--- config.mk ---
export PLATFORM = sky130hd
export DESIGN_NAME = wake_bus_ctrl
export DESIGN_NICKNAME = d
export VERILOG_FILES = /design/src/wake_bus_pkg.sv /design/src/pin_sync.sv /design/src/spi_frame.sv /design/src/wake_bus_ctrl.sv
export SDC_FILE = /design/constraint.sdc
export NUM_CORES = 1
export LEC_CHECK = 0
export BUFFER_PORTS_ARGS = -buffer_cell sky130_fd_sc_hd__buf_2
export CAP_MARGIN = 40
export CORE_MARGIN = 2
export CORE_UTILIZATION = 30
export CTS_CLUSTER_DIAMETER = 60
export DETAILED_ROUTE_END_ITERATION = 12
export PLACE_DENSITY = 0.47
export SLEW_MARGIN = 20
export SYNTH_ARGS = -nofsm -noshare
export SYNTH_HDL_FRONTEND = slang
export SYNTH_HIERARCHICAL = 1
export SYNTH_SLANG_ARGS = --single-unit
--- constraint.sdc ---
create_clock -name ref_clk -period 1.75 [get_ports ref_clk]
set_input_delay 0.0875 -clock ref_clk [delete_from_list [all_inputs] [get_ports ref_clk]]
set_output_delay 0.0875 -clock ref_clk [all_outputs]
set_load 0.02 [all_outputs]
--- src/wake_bus_pkg.sv ---
// Purpose: Shared constants for the wake and bus mode control block.
// Assumes: 40 MHz ref_clk, register frames arrive over the serial port.
// Notes:   Times are kept in their own unit, cycle counts derive from them.
// Overview of operation
// - Device never changes the top bit of the CAN mode field.
// - Sleep entry with CAN x11 and no system error sets x01.
// - CAN x10 goes wake capable on Sleep, stays receive only on Stop.
// - Wake capable or off CAN mode stays unchanged on Sleep or Stop.
// - Fail-Safe entry forces the bus mode low byte to 0000 1x01.
// - Software development mode resets CAN to 001 and LIN to 11.
// - Bit 15 picks pin 2 role, reachable only in bank 2.
// - Filter 000 is static 16us, 001 static 64us, 101-111 reserved.
// - Filter 010 and 011 are cyclic 16us at timer 1 or 2 end.
// - Filter 100 uses 80us settle then 16us, needs input 4 as sync.
// - Pull field: none, pull-down, pull-up, automatic switching.
// - Enable field: 00 and 11 off, 01 on, 10 sync on input 4.
// - Sync function is configurable only with bank 4 selected.
// - Reserved wake control bits ignore writes and read zero.
// - Fail-Safe entry sets enable 01 except pin 2 fail output, sync.
// - In Fail-Safe the filter field is ignored, static 16us used.
// - CAN codes: 000 off, 001 wake, 010 receive, 011 normal, 100 off.
// - LIN codes: 00 off, 01 wake, 10 receive, 11 normal.

package wake_bus_pkg;

  // ---------------------------------------------------------------
  // Register map and field positions
  // ---------------------------------------------------------------
  localparam logic [6:0] BUS_CTRL_ADDR  = 7'h04;
  localparam logic [6:0] WAKE_CTRL_ADDR = 7'h05;
  localparam int ROLE_POS  = 15;
  localparam int FILT_LSB  = 11;
  localparam int PUPD_LSB  = 9;
  localparam int EN_LSB    = 5;
  localparam int LINC_LSB  = 5;
  localparam int LIN_LSB   = 3;

  // ---------------------------------------------------------------
  // Codes and reset values
  // ---------------------------------------------------------------
  localparam logic [2:0] CAN_OFF   = 3'h0;
  localparam logic [1:0] MODE_WAKE = 2'h1;
  localparam logic [1:0] MODE_RX   = 2'h2;
  localparam logic [1:0] MODE_NORM = 2'h3;
  localparam logic [2:0] FILT_16   = 3'h0;
  localparam logic [2:0] FILT_SYNC = 3'h4;
  localparam logic [1:0] EN_ON     = 2'h1;
  localparam logic [1:0] EN_SYNC   = 2'h2;
  localparam logic [2:0] BANK_WK2  = 3'h1;
  localparam logic [2:0] BANK_WK4  = 3'h3;
  localparam logic [1:0] PUPD_RST  = 2'h0;
  localparam logic [1:0] EN_RST    = 2'h1;
  localparam logic [2:0] CAN_DEV   = 3'h1;
  localparam logic [1:0] LIN_DEV   = 2'h3;
  localparam logic [2:0] BOOT_DONE = 3'h5;

  // ---------------------------------------------------------------
  // Timing
  // ---------------------------------------------------------------
  localparam int CLK_NS      = 25;
  localparam int FRAME_BITS  = 32;
  localparam int FILT16_US   = 16;
  localparam int FILT64_US   = 64;
  localparam int SETTLE_US   = 80;
  localparam int FILT16_CYC  = (FILT16_US * 1000 + CLK_NS - 1) / CLK_NS;
  localparam int FILT64_CYC  = (FILT64_US * 1000 + CLK_NS - 1) / CLK_NS;
  localparam int SETTLE_CYC  = (SETTLE_US * 1000 + CLK_NS - 1) / CLK_NS;

  // Codes 101 to 111 of the filter field are reserved
  function automatic logic filt_reserved(input logic [2:0] code);
    return code > FILT_SYNC;
  endfunction

endpackage

--- src/pin_sync.sv ---
// Purpose: Three stage synchroniser with agreement filter for pins.
// Assumes: Inputs are asynchronous to ref_clk.
// Notes:   Level follows stage two only once stages two and three agree.
`timescale 1ns/1ps
module pin_sync #(
  parameter int WIDTH = 3
) (
  // Clock and reset
  input  wire logic             ref_clk,
  input  wire logic             rstn,
  // Pins and clean levels
  input  wire logic [WIDTH-1:0] pin_in,
  output logic      [WIDTH-1:0] level
);
  logic [WIDTH-1:0] s1_ff;
  logic [WIDTH-1:0] s2_ff;
  logic [WIDTH-1:0] s3_ff;
  logic [WIDTH-1:0] lvl_ff;
  logic [WIDTH-1:0] nxt_lvl;

  // Agreement filter, stage one is never looked at here
  always_comb begin
    for (int i = 0; i < WIDTH; i++) begin
      nxt_lvl[i] = (s2_ff[i] == s3_ff[i]) ? s3_ff[i] : lvl_ff[i];
    end
  end

  // Pin chain, idles at ones so select pins start inactive
  always_ff @(posedge ref_clk or negedge rstn) begin
    if (!rstn) begin
      s1_ff  <= '1;
      s2_ff  <= '1;
      s3_ff  <= '1;
      lvl_ff <= '1;
    end else begin
      s1_ff  <= pin_in;
      s2_ff  <= s1_ff;
      s3_ff  <= s2_ff;
      lvl_ff <= nxt_lvl;
    end
  end

  assign level = lvl_ff;
endmodule // pin_sync

--- src/spi_frame.sv ---
// Purpose: Serial frame engine, 32 bits, MSB first, mode 0.
// Assumes: Clean levels from pin_sync; sck far slower than ref_clk.
// Notes:   Reply carries the register addressed by the previous frame.
`timescale 1ns/1ps
module spi_frame (
  // Clock and reset
  input  wire logic        ref_clk,
  input  wire logic        rstn,
  // Clean pin levels
  input  wire logic        csn_lvl,
  input  wire logic        sck_lvl,
  input  wire logic        sdi_lvl,
  // Register side
  input  wire logic [15:0] rd_data,
  output logic             done,
  output logic [31:0]      frame,
  // Serial out
  output logic             sdo,
  output logic             sdo_oe
);
  logic [31:0] in_ff, nxt_in, out_ff, nxt_out;
  logic [5:0]  cnt_ff, nxt_cnt;
  logic        csn_ff, sck_ff, done_ff, nxt_done;
  logic        oe_ff, nxt_oe;

  // Edge detection on the filtered levels only
  always_comb begin
    nxt_in   = in_ff;
    nxt_out  = out_ff;
    nxt_cnt  = cnt_ff;
    nxt_done = 1'b0;
    nxt_oe   = !csn_lvl; // Own flop, so the enable pin carries no inverter
    if (csn_ff && !csn_lvl) begin
      nxt_cnt = 6'h00;
      nxt_out = {16'h0000, rd_data};
    end else if (!csn_lvl && sck_lvl && !sck_ff) begin
      nxt_in  = {in_ff[30:0], sdi_lvl};
      nxt_cnt = cnt_ff + 6'h01;
    end else if (!csn_lvl && !sck_lvl && sck_ff) begin
      nxt_out = {out_ff[30:0], 1'b0};
    end
    // Short or long frames are dropped whole, except lengths where the 6-bit count wraps to 32
    if (!csn_ff && csn_lvl && cnt_ff == 6'(wake_bus_pkg::FRAME_BITS)) begin
      nxt_done = 1'b1;
    end
  end

  // State registers, nothing computed here
  always_ff @(posedge ref_clk or negedge rstn) begin
    if (!rstn) begin
      oe_ff   <= 1'b0;
      in_ff   <= 32'h00000000;
      out_ff  <= 32'h00000000;
      cnt_ff  <= 6'h00;
      csn_ff  <= 1'b1;
      sck_ff  <= 1'b0;
      done_ff <= 1'b0;
    end else begin
      oe_ff   <= nxt_oe;
      in_ff   <= nxt_in;
      out_ff  <= nxt_out;
      cnt_ff  <= nxt_cnt;
      csn_ff  <= csn_lvl;
      sck_ff  <= sck_lvl;
      done_ff <= nxt_done;
    end
  end

  assign done   = done_ff;
  assign frame  = in_ff;
  assign sdo    = out_ff[31];
  assign sdo_oe = oe_ff;
endmodule // spi_frame

--- src/wake_bus_ctrl.sv ---
// Purpose: Wake input control and bus mode registers with device updates.
// Assumes: Mode entry pulses come from the device mode logic on ref_clk.
// Notes:   Device events win over a host write landing in the same cycle.
`timescale 1ns/1ps
module wake_bus_ctrl (
  // Clock and reset
  input  wire logic        ref_clk,
  input  wire logic        rstn,
  // Serial port pins
  input  wire logic        spi_csn,
  input  wire logic        spi_sck,
  input  wire logic        spi_sdi,
  output logic             spi_sdo,
  output logic             spi_sdo_oe,
  // Strap pin
  input  wire logic        sw_dev_mode,
  // Device mode events
  input  wire logic        sleep_entry,
  input  wire logic        stop_entry,
  input  wire logic        failsafe_entry,
  input  wire logic        in_failsafe,
  input  wire logic        system_error_flag,
  // Transceiver controls
  output logic [2:0]       can_mode,
  output logic [1:0]       lin_mode,
  output logic [2:0]       lin_ctrl,
  // Wake input controls
  output logic [3:0]       wake_on,
  output logic             sync_input_active,
  output logic             pin2_wake_input,
  output logic [11:0]      wake_filter,
  output logic [7:0]       wake_pull
);
  // ---------------------------------------------------------------
  // Pin synchronisers and frame engine
  // ---------------------------------------------------------------
  logic [3:0]  pin_lvl;
  logic        frame_done;
  logic [31:0] frame;
  logic [15:0] rd_data;
  logic        sdo_w, sdo_oe_w;

  pin_sync #(.WIDTH(4)) u_sync (
    .ref_clk (ref_clk),
    .rstn    (rstn),
    .pin_in  ({sw_dev_mode, spi_sdi, spi_sck, spi_csn}),
    .level   (pin_lvl)
  );

  spi_frame u_frame (
    .ref_clk (ref_clk),
    .rstn    (rstn),
    .csn_lvl (pin_lvl[0]),
    .sck_lvl (pin_lvl[1]),
    .sdi_lvl (pin_lvl[2]),
    .rd_data (rd_data),
    .done    (frame_done),
    .frame   (frame),
    .sdo     (sdo_w),
    .sdo_oe  (sdo_oe_w)
  );

  // Frame fields: write flag, address, data
  logic        wr_req;
  logic [6:0]  wr_addr;
  logic [15:0] wd;
  assign wr_req  = frame_done && frame[31];
  assign wr_addr = frame[30:24];
  assign wd      = frame[15:0];

  // ---------------------------------------------------------------
  // Configuration state
  // ---------------------------------------------------------------
  logic [2:0] bank_ff, nxt_bank;
  logic       role_ff, nxt_role;
  logic [2:0] filt_ff [4];
  logic [2:0] nxt_filt [4];
  logic [1:0] pupd_ff [4];
  logic [1:0] nxt_pupd [4];
  logic [1:0] en_ff [4];
  logic [1:0] nxt_en [4];
  logic [2:0] can_ff, nxt_can;
  logic [1:0] lin_ff, nxt_lin;
  logic [2:0] linc_ff, nxt_linc;
  logic [6:0] addr_ff, nxt_addr;
  logic [2:0] boot_ff, nxt_boot;

  // Host writes first, device events after so they win
  always_comb begin
    logic [2:0] nb;
    logic [1:0] bi;
    nb        = bank_ff;
    bi        = 2'h0;
    nxt_bank  = bank_ff;
    nxt_role  = role_ff;
    nxt_filt  = filt_ff;
    nxt_pupd  = pupd_ff;
    nxt_en    = en_ff;
    nxt_can   = can_ff;
    nxt_lin   = lin_ff;
    nxt_linc  = linc_ff;
    nxt_addr  = frame_done ? wr_addr : addr_ff;
    nxt_boot  = boot_ff;
    // Strap caught once the synchroniser has settled after release
    if (boot_ff != wake_bus_pkg::BOOT_DONE) begin
      nxt_boot = boot_ff + 3'h1;
      if (boot_ff == wake_bus_pkg::BOOT_DONE - 3'h1 && pin_lvl[3]) begin
        nxt_can = wake_bus_pkg::CAN_DEV;
        nxt_lin = wake_bus_pkg::LIN_DEV;
      end
    end
    if (wr_req && wr_addr == wake_bus_pkg::BUS_CTRL_ADDR) begin
      nxt_can  = wd[2:0];
      nxt_lin  = wd[wake_bus_pkg::LIN_LSB +: 2];
      nxt_linc = wd[wake_bus_pkg::LINC_LSB +: 3];
    end
    if (wr_req && wr_addr == wake_bus_pkg::WAKE_CTRL_ADDR) begin
      // Reserved bank codes keep the old bank
      if (!wd[2]) begin
        nb = wd[2:0];
      end
      nxt_bank = nb;
      bi       = nb[1:0];
      // Role bit reachable only with bank 2 selected
      if (nb == wake_bus_pkg::BANK_WK2) begin
        nxt_role = wd[wake_bus_pkg::ROLE_POS];
      end
      nxt_pupd[bi] = wd[wake_bus_pkg::PUPD_LSB +: 2];
      nxt_en[bi]   = wd[wake_bus_pkg::EN_LSB +: 2];
      // Sync filter only for input 4 set up as sync input
      if (!wake_bus_pkg::filt_reserved(wd[wake_bus_pkg::FILT_LSB +: 3]) &&
          (wd[wake_bus_pkg::FILT_LSB +: 3] != wake_bus_pkg::FILT_SYNC ||
           (nb == wake_bus_pkg::BANK_WK4 &&
            wd[wake_bus_pkg::EN_LSB +: 2] == wake_bus_pkg::EN_SYNC))) begin
        nxt_filt[bi] = wd[wake_bus_pkg::FILT_LSB +: 3];
      end
    end
    // Sleep: normal without system error, or receive only, go wake
    if (sleep_entry) begin
      if ((can_ff[1:0] == wake_bus_pkg::MODE_NORM && !system_error_flag) ||
          can_ff[1:0] == wake_bus_pkg::MODE_RX) begin
        nxt_can = {can_ff[2], wake_bus_pkg::MODE_WAKE};
      end else begin
        nxt_can = can_ff;
      end
    end else if (stop_entry) begin
      nxt_can = can_ff;
    end
    // Fail-Safe: keep the part wakeable, top CAN bit left alone
    if (failsafe_entry) begin
      nxt_can  = {can_ff[2], wake_bus_pkg::MODE_WAKE};
      nxt_lin  = wake_bus_pkg::MODE_WAKE;
      nxt_linc = 3'h0;
      for (int i = 0; i < 4; i++) begin
        if (!(i == 1 && !nxt_role) &&
            !(i == 3 && en_ff[3] == wake_bus_pkg::EN_SYNC)) begin
          nxt_en[i] = wake_bus_pkg::EN_ON;
        end
      end
    end
  end

  always_ff @(posedge ref_clk or negedge rstn) begin
    if (!rstn) begin
      bank_ff <= 3'h0;
      role_ff <= 1'b0;
      for (int i = 0; i < 4; i++) begin
        filt_ff[i] <= wake_bus_pkg::FILT_16;
        pupd_ff[i] <= wake_bus_pkg::PUPD_RST;
        en_ff[i]   <= wake_bus_pkg::EN_RST;
      end
      can_ff  <= wake_bus_pkg::CAN_OFF;
      lin_ff  <= 2'h0;
      linc_ff <= 3'h0;
      addr_ff <= 7'h00;
      boot_ff <= 3'h0;
    end else begin
      bank_ff <= nxt_bank;
      role_ff <= nxt_role;
      filt_ff <= nxt_filt;
      pupd_ff <= nxt_pupd;
      en_ff   <= nxt_en;
      can_ff  <= nxt_can;
      lin_ff  <= nxt_lin;
      linc_ff <= nxt_linc;
      addr_ff <= nxt_addr;
      boot_ff <= nxt_boot;
    end
  end

  // ---------------------------------------------------------------
  // Read data, reserved bits forced to zero
  // ---------------------------------------------------------------
  always_comb begin
    rd_data = 16'h0000;
    if (addr_ff == wake_bus_pkg::BUS_CTRL_ADDR) begin
      rd_data = {8'h00, linc_ff, lin_ff, can_ff};
    end else if (addr_ff == wake_bus_pkg::WAKE_CTRL_ADDR) begin
      rd_data = {role_ff && bank_ff == wake_bus_pkg::BANK_WK2, 1'b0,
                 filt_ff[bank_ff[1:0]], pupd_ff[bank_ff[1:0]], 2'h0,
                 en_ff[bank_ff[1:0]], 2'h0, bank_ff};
    end
  end

  // ---------------------------------------------------------------
  // Registered outputs
  // ---------------------------------------------------------------
  logic [3:0]  on_ff, nxt_on;
  logic        sync_ff, nxt_sync;
  logic [11:0] filt_o_ff, nxt_filt_o;
  logic [7:0]  pull_ff, nxt_pull;

  // One cycle behind the fields, so outputs never glitch
  always_comb begin
    for (int i = 0; i < 4; i++) begin
      nxt_on[i] = en_ff[i] == wake_bus_pkg::EN_ON;
      // Fail-Safe ignores the field and uses static 16us sensing
      nxt_filt_o[3*i +: 3] = in_failsafe ? wake_bus_pkg::FILT_16 : filt_ff[i];
      nxt_pull[2*i +: 2]   = pupd_ff[i];
    end
    nxt_sync = en_ff[3] == wake_bus_pkg::EN_SYNC;
  end

  always_ff @(posedge ref_clk or negedge rstn) begin
    if (!rstn) begin
      on_ff     <= 4'h0;
      sync_ff   <= 1'b0;
      filt_o_ff <= 12'h000;
      pull_ff   <= 8'h00;
    end else begin
      on_ff     <= nxt_on;
      sync_ff   <= nxt_sync;
      filt_o_ff <= nxt_filt_o;
      pull_ff   <= nxt_pull;
    end
  end

  assign can_mode          = can_ff;
  assign lin_mode          = lin_ff;
  assign lin_ctrl          = linc_ff;
  assign wake_on           = on_ff;
  assign sync_input_active = sync_ff;
  assign pin2_wake_input   = role_ff;
  assign wake_filter       = filt_o_ff;
  assign wake_pull         = pull_ff;
  assign spi_sdo           = sdo_w;
  assign spi_sdo_oe        = sdo_oe_w;

  logic bus_wr;
  assign bus_wr = wr_req && wr_addr == wake_bus_pkg::BUS_CTRL_ADDR;
endmodule // wake_bus_ctrl

==> reports/results.txt <==
Power Internal: 6680 µW
synthesized area: 6970 µm²
Setup WS pre-CTS: -0.154 ns
CP bufs+invs: 2
initial antenna violation count: 0
critical path arrival: 2.17 ns
placer's final routability congestion estimate: 0.820
WP data required: 2.05 ns
first-pass GRT wire length: 26200 µm
clk_skew: 0.0118 ns
routed wire length: 15900 µm
Slew Limit Fails: 0
Sw Pwr: 2260 µW
via/cell ratio: 4.78
Max-slew headroom: 64.2%
Final Cycle Share: 107%
PortBufs: 46
Pre-antenna DRT Iters: 5
DP HPWL: 10900 µm
Max Cap Violations: 0
n_diodes: 0
Tightest Pin Transition: 0.537 ns
final hold slack: 0.0396 ns
Routed met2 length: 7550 µm
num rows: 55
vias in the first global route: 4783
antenna viol nets, final: 0
Reg power frac: 47.3%
Metal-1 WL: 7700 µm
synth-to-layout area growth: 29.4%
H-tree Lvls: 4
EDFF count, synth: 0
CP max stage delay: 0.44 ns
area of the multi-input gates: 2850 µm²
clock share of power: 41.0%
routed length on met3: 580 µm
Setup Crit Path Kind: reg -> reg
Syn Area/Cell: 12.8 µm²
Pwr Density: 990 nW/µm²
wire length per cell: 16.4 µm
Initial Util: 30.7%
synth unique cells: 62
Final Hold Viols: 0
worst vdd ir: 0.581 mV
root buffer cell: clkbuf_16
grt ovf: 0
most used cell, CP: buf_4
switch share: 25.3%
DR vias: 4639
Yosys reg bits: 165
Clock Latency Late Sink: 0.42 ns
Main synth FF type: dfrtp_1
hold path depth: 5
min setup slack post-route: -0.114 ns
io pins: 47
internal reg-to-reg setup slack: -0.11 ns
die height: 156 µm
Core ar.: 22700 µm²
Logic pwr share: 11.7%
outcome: complete, but fails checks
Max Used Layer: met4
Pleak: 0.00404 µW
top post-synthesis cells by area: dfrtp_1 (52%), mux2_2 (8.9%), dfstp_2 (7.9%)
Filler cells: 2172
start of the worst register-to-register path: u_frame/frame[2]
HP Class: in -> reg
Cells after Synth: 544
CP max-delay cell: dfrtp_2
fin crit period: 1.86 ns
initial DRC count: 307
Seq. cell area: 4160 µm²
Reg clk slew, reported paths: 0.06 ns
CTS tree: done
Crit. End Element: register
Synth area leader: dfrtp_1
layout cells sized above 1: 40.6%
fmax: 537 MHz
CTS sink cnt: 165
HP Start: system_error_flag
number of remaining DRC errors: 0
TritonCTS Buffers: 17
Async S/R FF share, synth: 100%
Tot GR Track Use: 13.8%
Crit Path Max Fanout: 6
clock buffer depth: 2
Yosys warnings: 6
fin nets: 688
reg-to-reg endpoint: nxt_pull[3]
Worst Hold End: can_mode[1]
Reg2Reg Depth: 6
die width: 156 µm
die area: 24500 µm²
cells along the critical path: buf_4, mux2i_2, nand4_4, buf_4, nor2_4, mux2_2
violated checks: negative setup slack
CP startpoint kind: register
Seq/Total Area, Yosys: 59.6%
pin count of the biggest net entering global routing: 55
Crit path max-delay family: multiplexers
setup TNS: -1.01 ns
setup repair after global routing missed its margin: true
setup violators final: 18
area share of the largest cell type after synthesis: 51.7%
cells in the mapped netlist (2+ instances only):
master	count
buf_4	3
nand3b_1	2
dfstp_2	21
nor3_4	2
o21a_1	3
mux4_2	7
a211o_1	2
nor3_1	7
and2_1	3
o311ai_0	2
a21oi_1	23
mux2_1	2
dfrtp_1	144
nor2_1	19
clkbuf_1	10
nor4b_1	2
or3_1	2
buf_6	5
and3_1	2
ha_1	5
o31ai_1	2
o21ai_1	2
nand3_1	17
a22oi_1	16
nor3b_1	2
nand2_1	50
nand2b_1	2
nor4bb_1	2
nand4_1	3
o21ai_0	24
o22a_1	2
o22ai_1	3
nor2b_1	26
mux2i_1	26
inv_1	11
buf_2	7
mux2_2	55
maj3_2	4
final cells by class:
| type | count | share of cell area (%) |
|---|---|---|
| Clock buffer | 23 | 5.07 |
| Clock inverter | 9 | 1.34 |
| Inverter | 11 | 0.457 |
| Multi-Input combinational cell | 344 | 31.6 |
| Sequential cell | 165 | 46.1 |
| Tap cell | 285 | 3.95 |
| Timing Repair Buffer | 133 | 11.5 |
kinds of logic after synthesis:
| logic type | after synthesis | synth area share [%] |
|---|---|---|
| simple gates | 154 | 12.7 |
| compound gates | 88 | 8.07 |
| xor+xnor | 1 | 0.126 |
| buf+inv | 36 | 2.76 |
| flops | 165 | 59.6 |
| fa+ha+maj | 9 | 1.54 |
| other cells | 1 | 0.0538 |
| mux | 90 | 15.2 |
how the worst max path moves through the flow:
stage	from	end	slack, ns	cells past startpoint
after CTS	u_frame/frame[30]	filt_ff[6]	-0.09	5
after detailed placement	u_frame/frame[30]	nxt_pull[0]	-0.15	5
final	u_frame/frame[2]	nxt_pull[3]	-0.11	6
after global placement	u_frame/frame[30]	nxt_pull[0]	-0.21	5
after global routing	u_frame/frame[25]	filt_ff[10]	-0.16	5
after floorplan	u_frame/frame[28]	filt_ff[10]	-0.08	4
sequential cells by signal (all words and copies together) (netlist names), 2 cells and up:
name	count
u_frame/out_ff	32
en_ff	8
lin_mode	2
wake_pull	8
boot_ff	3
u_frame/frame	32
u_sync/level	4
wake_on	4
u_frame/cnt_ff	6
u_sync/s2_ff	4
filt_ff	12
nxt_pull	8
u_sync/s1_ff	4
u_sync/s3_ff	4
bank_ff	3
can_mode	3
addr_ff	7
wake_filter	12
lin_ctrl	3
repair_timing:
item / CTS / global route
hold endpoints to repair: 70 / 0
pin swaps: 6 / 18
endpoints found under the setup margin: 27 / 36
hold buffers: 9 / 0
buffers inserted: 7 / 16
gates resized for setup: 25 / 36
tightest hold or removal path: cells and delay by family:
kind	cells	cell delay, ns
simple gates	3	0.18
buf+inv	1	0.09
compound gates	1	0.06
power by group through the flow:
stage          logic, µW  clock network [µW]  registers, µW
3_5_place_dp         881                   0           4290
3_3_place_gp         864                   0           4280
5_1_grt             1150                3980           4250
6_report            1050                3660           4220
2_1_floorplan        536                   0           4220
4_1_cts              921                3800           4230
cells in the final DEF, fill, tap and decap left out, types with 3 or more instances in the layout:
cell type      count
nand3_1           15
buf_4             58
a21oi_1           21
buf_6             15
o22ai_1            3
maj3_2             4
buf_12             6
a22oi_1           15
o21ai_0           19
dfrtp_1          140
nor2b_1           24
nor2_2             4
inv_1             11
buf_2             45
nor3_1             4
and2_1             3
nor2_1            13
mux2_2            46
o21ai_1            7
o21a_1             3
dlygate4sd3_1      9
mux4_2             7
nor3_4             4
ha_1               5
nand2_1           48
clkbuf_1           5
mux2_4             9
clkbuf_16         17
mux2i_1           24
dfstp_2           21
nand4_1            3
dfrtp_2            4
per-stage QoR:
stage	util, %	cell area (µm²)	cells	power (µW)
finish	39.7	9030	970	8930
global placement	35.1	7970	908	5150
CTS	38.7	8800	955	8940
detailed placement	35.1	7970	908	5170
global route	39.7	9030	970	9380
floorplan	-	7020	545	4750
per-layer routing:
metal / vias up / global-route usage, %
li1: 2195 / -
met3: 6 / 2.91
met5: - / 0
met1: 2357 / 19.5
met2: 81 / 21.4
met4: 0 / 4.33
(Power assumes the default switching activity.)
